## src/design/sadcp_pkg.sv

```systemverilog
// Package of constants and types for the serial converter port
// Overview of operation
// - Device is active only while select is low; ignores interface otherwise.
// - Multiplexed variant powers down when select high or neither acquiring nor converting.
// - Each falling edge of select starts a new exchange.
// - Three-wire variant: output off after select falls, enabled on first clock.
// - Two null bits are driven before the result bits.
// - The result is eight bits wide.
// - Result goes out MSB first, then zeros while clocks continue.
// - Raising select resets the serial port state.
// - Multiplexed variant samples input bits on rising shift clock.
// - Output bits update on rising shift clock.
// - Input zeros before the first one are ignored; that one is start.
// - After start, exactly four configuration bits are shifted in.
// - First two configuration bits set the multiplexer.
// - Last two configuration bits give two clocks of acquisition.
// - Further input is ignored until select goes high and low again.
// - Three-wire variant needs no input; fixed differential pair.
// - Mux bits: 10 input a, 11 input b, 00 a minus b, 01 b minus a.
// - Either value is accepted for the two dummy bits.
// - On a shared wire, device drives low on fifth falling edge after start.
package sadcp_pkg;

  localparam int RESULT_WIDTH   = 8;
  localparam int CONFIG_BITS    = 4;
  localparam int NULL_BITS      = 2;
  localparam int BIT_COUNT_W    = 4;
  // Falling edges after start bit at which shared line is taken
  localparam logic [3:0] SHARED_DRIVE_EDGE = 4'h5;

  typedef enum logic [2:0] {
    SADCP_IDLE    = 3'b000,
    SADCP_START   = 3'b001,
    SADCP_CONFIG  = 3'b010,
    SADCP_NULL    = 3'b011,
    SADCP_RESULT  = 3'b100,
    SADCP_ZEROS   = 3'b101
  } sadcp_state_type;

  typedef enum logic [1:0] {
    SADCP_DIFF_A_B = 2'b00,
    SADCP_DIFF_B_A = 2'b01,
    SADCP_SGL_A    = 2'b10,
    SADCP_SGL_B    = 2'b11
  } sadcp_mux_type;

endpackage

```

## src/design/sadcp_sync_if.sv

```systemverilog
// Interface carrying synchronised link levels and their edges
`timescale 1ns/100ps
interface sadcp_sync_if;
  logic select_b;
  logic shift_clk;
  logic data_in;
  logic clk_rise;
  logic clk_fall;
  logic sel_fall;
  logic sel_rise;
  modport src (output select_b, shift_clk, data_in, clk_rise, clk_fall,
               output sel_fall, sel_rise);
  modport dst (input select_b, shift_clk, data_in, clk_rise, clk_fall,
               input sel_fall, sel_rise);
endinterface

```

## src/design/sadcp_port.sv

```systemverilog
// Serial control and readout port of the sampling converter
`timescale 1ns/100ps
module sadcp_port #(
  parameter bit MUX_VARIANT = 1'b1
) (
  // Clock and reset
  input  wire logic                                 clock_i,
  input  wire logic                                 rst_b_i,
  // Link pins
  input  wire logic                                 select_b_i,
  input  wire logic                                 shift_clk_i,
  input  wire logic                                 data_in_i,
  output logic                                      data_out_o,
  output logic                                      data_out_oe_b_o,
  // Shared data wire mode
  input  wire logic                                 shared_wire_i,
  // Converter side
  input  wire logic [sadcp_pkg::RESULT_WIDTH-1:0]   sample_value_i,
  output logic                                      single_ended_sel_o,
  output logic                                      input_odd_sel_o,
  output logic                                      acquire_o,
  output logic                                      convert_o,
  output logic                                      powered_o,
  output logic                                      busy_o
);
  import sadcp_pkg::*;

  sadcp_sync_if sync ();

  sadcp_sync u_sync (
    .clock_i     (clock_i),
    .rst_b_i     (rst_b_i),
    .select_b_i  (select_b_i),
    .shift_clk_i (shift_clk_i),
    .data_in_i   (data_in_i),
    .sync        (sync)
  );

  sadcp_state_type           state;
  sadcp_state_type           next_state;
  logic [BIT_COUNT_W-1:0]    bit_count;
  logic [BIT_COUNT_W-1:0]    next_bit_count;
  logic [CONFIG_BITS-1:0]    config_word;
  logic [CONFIG_BITS-1:0]    next_config_word;
  logic [RESULT_WIDTH-1:0]   shift_reg;
  logic [RESULT_WIDTH-1:0]   next_shift_reg;
  logic                      dout;
  logic                      next_dout;
  logic                      out_en;
  logic                      next_out_en;
  logic [3:0]                fall_count;
  logic [3:0]                next_fall_count;
  logic                      mux_sgl;
  logic                      next_mux_sgl;
  logic                      mux_odd;
  logic                      next_mux_odd;
  logic                      acquire;
  logic                      next_acquire;

  always_comb begin
    next_state       = state;
    next_bit_count   = bit_count;
    next_config_word = config_word;
    next_shift_reg   = shift_reg;
    next_dout        = dout;
    next_out_en      = out_en;
    next_fall_count  = fall_count;
    next_mux_sgl     = mux_sgl;
    next_mux_odd     = mux_odd;
    next_acquire     = acquire;
    if (sync.select_b || sync.sel_rise) begin
      next_state      = SADCP_IDLE;
      next_bit_count  = '0;
      next_dout       = 1'b0;
      next_out_en     = 1'b0;
      next_fall_count = '0;
      next_acquire    = 1'b0;
    end else if (sync.sel_fall) begin
      next_state      = MUX_VARIANT ? SADCP_START : SADCP_IDLE;
      next_bit_count  = '0;
      next_dout       = 1'b0;
      next_out_en     = 1'b0;
      next_fall_count = '0;
      if (!MUX_VARIANT) begin
        // Fixed differential pair, no input word
        next_mux_sgl = 1'b0;
        next_mux_odd = 1'b0;
      end
    end else begin
      if (sync.clk_fall && MUX_VARIANT && state != SADCP_START
          && fall_count != SHARED_DRIVE_EDGE) begin
        next_fall_count = fall_count + 4'h1;
        if (fall_count + 4'h1 == SHARED_DRIVE_EDGE && shared_wire_i) begin
          next_out_en = 1'b1;
          next_dout   = 1'b0;
        end
      end
      if (sync.clk_rise) begin
        case (state)
          SADCP_IDLE: begin
            // Three-wire variant starts its frame on the first clock
            if (!MUX_VARIANT && !out_en) begin
              next_out_en    = 1'b1;
              next_dout      = 1'b0;
              next_shift_reg = sample_value_i;
              next_bit_count = 4'h1;
              next_state     = SADCP_NULL;
            end
          end
          SADCP_START: begin
            if (sync.data_in) begin
              next_state      = SADCP_CONFIG;
              next_bit_count  = '0;
              next_fall_count = '0;
            end
          end
          SADCP_CONFIG: begin
            next_config_word = {config_word[CONFIG_BITS-2:0], sync.data_in};
            next_bit_count   = bit_count + 4'h1;
            if (bit_count == 4'h1) begin
              next_mux_sgl = config_word[0];
              next_mux_odd = sync.data_in;
              next_acquire = 1'b1;
            end
            if (bit_count == 4'(CONFIG_BITS - 1)) begin
              // Dummy bits ignored; sample taken as conversion starts
              next_state     = SADCP_NULL;
              next_acquire   = 1'b0;
              // Shared wire is taken later, on the fifth fall
              next_out_en    = ~shared_wire_i;
              next_dout      = 1'b0;
              next_shift_reg = sample_value_i;
              next_bit_count = 4'h1;
            end
          end
          SADCP_NULL: begin
            next_dout = 1'b0;
            if (bit_count == 4'(NULL_BITS)) begin
              next_state     = SADCP_RESULT;
              next_dout      = shift_reg[RESULT_WIDTH-1];
              next_shift_reg = {shift_reg[RESULT_WIDTH-2:0], 1'b0};
              next_bit_count = 4'h1;
            end else begin
              next_bit_count = bit_count + 4'h1;
            end
          end
          SADCP_RESULT: begin
            next_dout      = shift_reg[RESULT_WIDTH-1];
            next_shift_reg = {shift_reg[RESULT_WIDTH-2:0], 1'b0};
            next_bit_count = bit_count + 4'h1;
            if (bit_count == 4'(RESULT_WIDTH)) begin
              next_state = SADCP_ZEROS;
              next_dout  = 1'b0;
            end
          end
          SADCP_ZEROS: begin
            next_dout = 1'b0;
          end
          default: begin
            next_state = SADCP_IDLE;
          end
        endcase
      end
    end
  end

  always_ff @(posedge clock_i or negedge rst_b_i) begin
    if (!rst_b_i) begin
      state       <= SADCP_IDLE;
      bit_count   <= '0;
      config_word <= '0;
      shift_reg   <= '0;
      dout        <= 1'b0;
      out_en      <= 1'b0;
      fall_count  <= '0;
      mux_sgl     <= 1'b0;
      mux_odd     <= 1'b0;
      acquire     <= 1'b0;
    end else begin
      state       <= next_state;
      bit_count   <= next_bit_count;
      config_word <= next_config_word;
      shift_reg   <= next_shift_reg;
      dout        <= next_dout;
      out_en      <= next_out_en;
      fall_count  <= next_fall_count;
      mux_sgl     <= next_mux_sgl;
      mux_odd     <= next_mux_odd;
      acquire     <= next_acquire;
    end
  end

  assign data_out_o         = dout;
  assign data_out_oe_b_o    = ~out_en;
  assign single_ended_sel_o = mux_sgl;
  assign input_odd_sel_o    = mux_odd;
  assign acquire_o          = acquire;
  assign convert_o          = (state == SADCP_NULL) || (state == SADCP_RESULT);
  assign busy_o             = ~sync.select_b;
  // Powered only while acquiring or converting in the multiplexed variant
  assign powered_o          = MUX_VARIANT ?
                              (~sync.select_b & (acquire | convert_o)) :
                              ~sync.select_b;

endmodule // sadcp_port

```

## src/design/sadcp_sync.sv

```systemverilog
// Two-stage synchronisers and edge finders for the link pins
`timescale 1ns/100ps
module sadcp_sync (
  // Clock and reset
  input  wire logic   clock_i,
  input  wire logic   rst_b_i,
  // Raw pins
  input  wire logic   select_b_i,
  input  wire logic   shift_clk_i,
  input  wire logic   data_in_i,
  // Synchronised side
  sadcp_sync_if.src   sync
);
  import sadcp_pkg::*;

  logic [2:0] stage1;
  logic [2:0] stage2;
  logic [2:0] delayed;
  logic [2:0] next_stage1;
  logic [2:0] next_stage2;
  logic [2:0] next_delayed;

  always_comb begin
    next_stage1  = {select_b_i, shift_clk_i, data_in_i};
    next_stage2  = stage1;
    next_delayed = stage2;
  end

  // Select idles high so the port starts disabled
  always_ff @(posedge clock_i or negedge rst_b_i) begin
    if (!rst_b_i) begin
      stage1  <= 3'h4;
      stage2  <= 3'h4;
      delayed <= 3'h4;
    end else begin
      stage1  <= next_stage1;
      stage2  <= next_stage2;
      delayed <= next_delayed;
    end
  end

  assign sync.select_b  = stage2[2];
  assign sync.shift_clk = stage2[1];
  assign sync.data_in   = stage2[0];
  assign sync.clk_rise  = stage2[1] & ~delayed[1];
  assign sync.clk_fall  = ~stage2[1] & delayed[1];
  assign sync.sel_fall  = ~stage2[2] & delayed[2];
  assign sync.sel_rise  = stage2[2] & ~delayed[2];

endmodule // sadcp_sync

```

## config.mk

```make
export PLATFORM = sky130hd
export DESIGN_NAME = sadcp_port
export DESIGN_NICKNAME = d
export VERILOG_FILES = /design/src/design/sadcp_pkg.sv /design/src/design/sadcp_sync_if.sv /design/src/design/sadcp_port.sv /design/src/design/sadcp_sync.sv
export SDC_FILE = /design/constraint.sdc
export NUM_CORES = 1
export LEC_CHECK = 0
export ABC_AREA = 1
export BUFFER_PORTS_ARGS = -buffer_cell sky130_fd_sc_hd__buf_4
export CAP_MARGIN = 20
export CORE_MARGIN = 8
export CORE_UTILIZATION = 50
export CTS_BUF_LIST = sky130_fd_sc_hd__clkbuf_8
export DETAILED_ROUTE_END_ITERATION = 6
export GPL_ROUTABILITY_DRIVEN = 0
export PLACE_DENSITY = 0.73
export SKIP_LAST_GASP = 1
export SLEW_MARGIN = 20
export SYNTH_ARGS = -nofsm -noshare
export SYNTH_HDL_FRONTEND = slang
export SYNTH_SLANG_ARGS = --single-unit
```

## constraint.sdc

```tcl
create_clock -name clock_i -period 1.5 [get_ports clock_i]
set_input_delay 0.3 -clock clock_i [delete_from_list [all_inputs] [get_ports clock_i]]
set_output_delay 0.3 -clock clock_i [all_outputs]
set_load 0.03 [all_outputs]
```

==> impl_metrics.tcl <==
set metrics [dict create \
    cts_root_buf "clkbuf_8" \
    die_h_um 77.1 \
    fin_tns_setup_ns -0.775 \
    cp_cell_sequence "inv_2 -> nand3_4 -> nand2_4 -> o21ai_2 -> inv_2 -> buf_6" \
    clock_path_buffers 2 \
    power_density_nw_per_um2 877 \
    peakVddDrop_uv 601 \
    dpl_cell_area_um2 2210 \
    drc 0 \
    grt_use_total 0.157 \
    cts_tree "yes" \
    syn_area_per_cell_um2 7.78 \
    power.switching_w 0.000642 \
    drt-met1-wl_mm 2.12 \
    syn-num-nets 261 \
    power.internal_w 0.00170 \
    drv_cap 0 \
    worst_pin_slew_ns 0.429 \
    seq_power_share 0.436 \
    syn_to_final_growth_pct 43.2 \
    antenna_left 0 \
    antenna_found_initial 0 \
    worst-path-max-fanout 4 \
    yosys.area.top_type "dfrtp_1" \
    yosys_warnings 0 \
    worstPathArrival_ns 1.27 \
    maxSlewViolCount 0 \
    register_area_um2 833 \
    status "finished, violations left" \
    worst-setup-path-type "reg2out" \
    core_area_um2 3630 \
    port_buffers 21 \
    fin_crit_sh 1.04 \
    finalHoldViolCount 0 \
    skew_ns 0.00968 \
    fillers 273 \
    relSlewSlack 0.714 \
    yosys_register_bits 33 \
    violations "negative setup slack" \
    crit_top_cell "inv_2" \
    dr.max_layer_used "met4" \
    hpwl_mm 3.07 \
    synth_fa_ha_area_frac 0.0469 \
    route.met2.wl_mm 2.56 \
    num_io_pins 22 \
    grt_max_degree 34 \
    setup_viol 19 \
    syn_inst 240 \
    synth_area_um2 1870 \
    min_period_ns 1.57 \
    synth_area_leaders "dfrtp_1 (40%), nand2_1 (11%), nand3_1 (7.0%)" \
    drive_gt1_frac 0.396 \
    grt_pass1_wl_mm 7.73 \
    initial_core_util 0.514 \
    largest_register_ff_count 8 \
    layout_common_cells "nand2_1 (49), buf_4 (49), dfrtp_1 (27)" \
    yosys.area_share.xor_xnor 0.00938 \
    first_pass_iters 4 \
    setup_slack_ns -0.0665 \
    cp_slowest_cell "dfrtp_2" \
    cts_sinks 33 \
    leakagePower_nw 1.27 \
    p_sw_frac 0.274 \
    synth_top_family_by_area "simple AND/OR/NAND/NOR gates" \
    critPathCaptureType "output pin" \
    dieArea_um2 5950 \
    design_area_um2 2680 \
    multi_input_area_um2 1090 \
    wire_per_inst_um 14.5 \
    insertion_delay_ns 0.29 \
    drt_iter0_drc 190 \
    diodes 0 \
    num_rows 22 \
    wl_met3_um 267 \
    fin_nets 323 \
    totalWireLength_mm 5.08 \
    rsz0062_at_grt "yes" \
    yosys.area_share.simple 0.325 \
    clock.fmax_ghz 0.638 \
    setup.worst_path.start_class "flop" \
    synth-compound-area-share 0.106 \
    synth_mux_area_frac 0 \
    clkPwrFrac 0.369 \
    die_w_um 77.1 \
    slowest_delay_ns 0.45 \
    yosysTopAreaCellShare 0.402 \
    grt_overflow 0 \
    synth.distinct_cells 28 \
    vias 1824 \
    htree_levels 2 \
    cts.clk_slew.worst_paths_ns 0.07 \
    vias_per_cell 5.20 \
    synth-seq-area-share 0.444 \
    numCtsBuffers 5 \
    min_path_type "in2reg" \
    critPathRequiredTime_ns 1.20 \
    combPwrFrac 0.195 \
    grt_pass1_vias 1772 \
]
## path summary, 6_finish.rpt
path / from / end / slack (ns) / cells after the start
worst max-delay path: state[0] / powered_o / -0.07 / 6
worst min-delay path: select_b_i / u_sync.next_stage2[2] / 0.12 / 1
worst max register to register: state[2] / shift_reg[0] / -0.06 / 10
worst min register to register: u_sync.next_stage2[1] / u_sync.next_delayed[1] / 0.35 / 0
max in group asynchronous: rst_b_i / u_sync.next_delayed[2] / 0.67 / 2
min in group asynchronous: rst_b_i / input_odd_sel_o / 0.49 / 2
## what timing repair did
item	4_1_cts	5_1_grt
pin swaps	3	16
endpoints found under the setup margin	13	26
buffers inserted	11	7
hold buffers	1	0
gates resized for setup	19	38
hold endpoints to repair	30	0
gates cloned	0	0
## synthesized netlist by cell type, drive strengths merged
master  number
nor2        38
nor3b        2
ha           7
dfrtp       30
and3         1
buf          2
nand4        3
nand3       29
o21ai       11
o31ai        1
a21oi       14
a31oi        1
inv         29
dfstp        3
nand3b       1
a211oi       1
xor2         2
nand2       57
o21bai       6
nor3         2
## power groups by stage
stage | Combinational (W) | Sequential (W) | Clock (W)
after floorplan | 0.000207 | 0.00102 | 0
after global placement | 0.000329 | 0.00103 | 0
after detailed placement | 0.000332 | 0.00103 | 0
after CTS | 0.000382 | 0.00102 | 0.000879
after global routing | 0.000499 | 0.00103 | 0.000908
final | 0.000457 | 0.00102 | 0.000865
## metrics by stage
| step | setup slack [ns] | std cells | utilization | power [W] | hold WS [ns] |
|---|---|---|---|---|---|
| 4_1_cts | -0.0938 | 345 | 0.687 | 0.00228 | 0.110 |
| 2_1_floorplan | 0.0131 | 240 | - | 0.00123 | 0.00441 |
| 3_5_place_dp | -0.0259 | 325 | 0.610 | 0.00136 | 0.271 |
| 5_1_grt | -0.150 | 351 | 0.736 | 0.00244 | 0.111 |
| 6_report | -0.0665 | 351 | 0.736 | 0.00235 | 0.117 |
| 3_3_place_gp | 0.0285 | 325 | 0.610 | 0.00136 | 0.265 |
## routing by layer
| layer | vias up | track usage |
|---|---|---|
| li1 | 902 | - |
| met1 | 840 | 0.178 |
| met2 | 66 | 0.265 |
| met3 | 16 | 0.0478 |
| met4 | 0 | 0.0642 |
| met5 | - | 0 |
## cell families after synthesis
| kind of cell | after synthesis |
|---|---|
| AOI/OAI and AO/OA | 34 |
| xor gates and xnor gates | 2 |
| adders and majority gates | 7 |
| buffers and inverters | 31 |
| DFF | 33 |
| and+or+nand+nor | 133 |
## critical path: cells and delay by family (launching register included)
kind                   cells  cell delay (ns)
flip-flops                 1             0.45
AO/OA/AOI/OAI              1             0.06
AND/OR/NAND/NOR            2             0.17
buffers and inverters      3             0.29
## final cells by class
class | count | share of cell area
Tap cell | 48 | 0.0225
Clock buffer | 6 | 0.0309
Clock inverter | 2 | 0.0126
Multi-Input combinational cell | 176 | 0.406
Inverter | 29 | 0.0426
Timing Repair Buffer | 57 | 0.174
Sequential cell | 33 | 0.312
No activity file was read; power rests on OpenSTA's default activity.
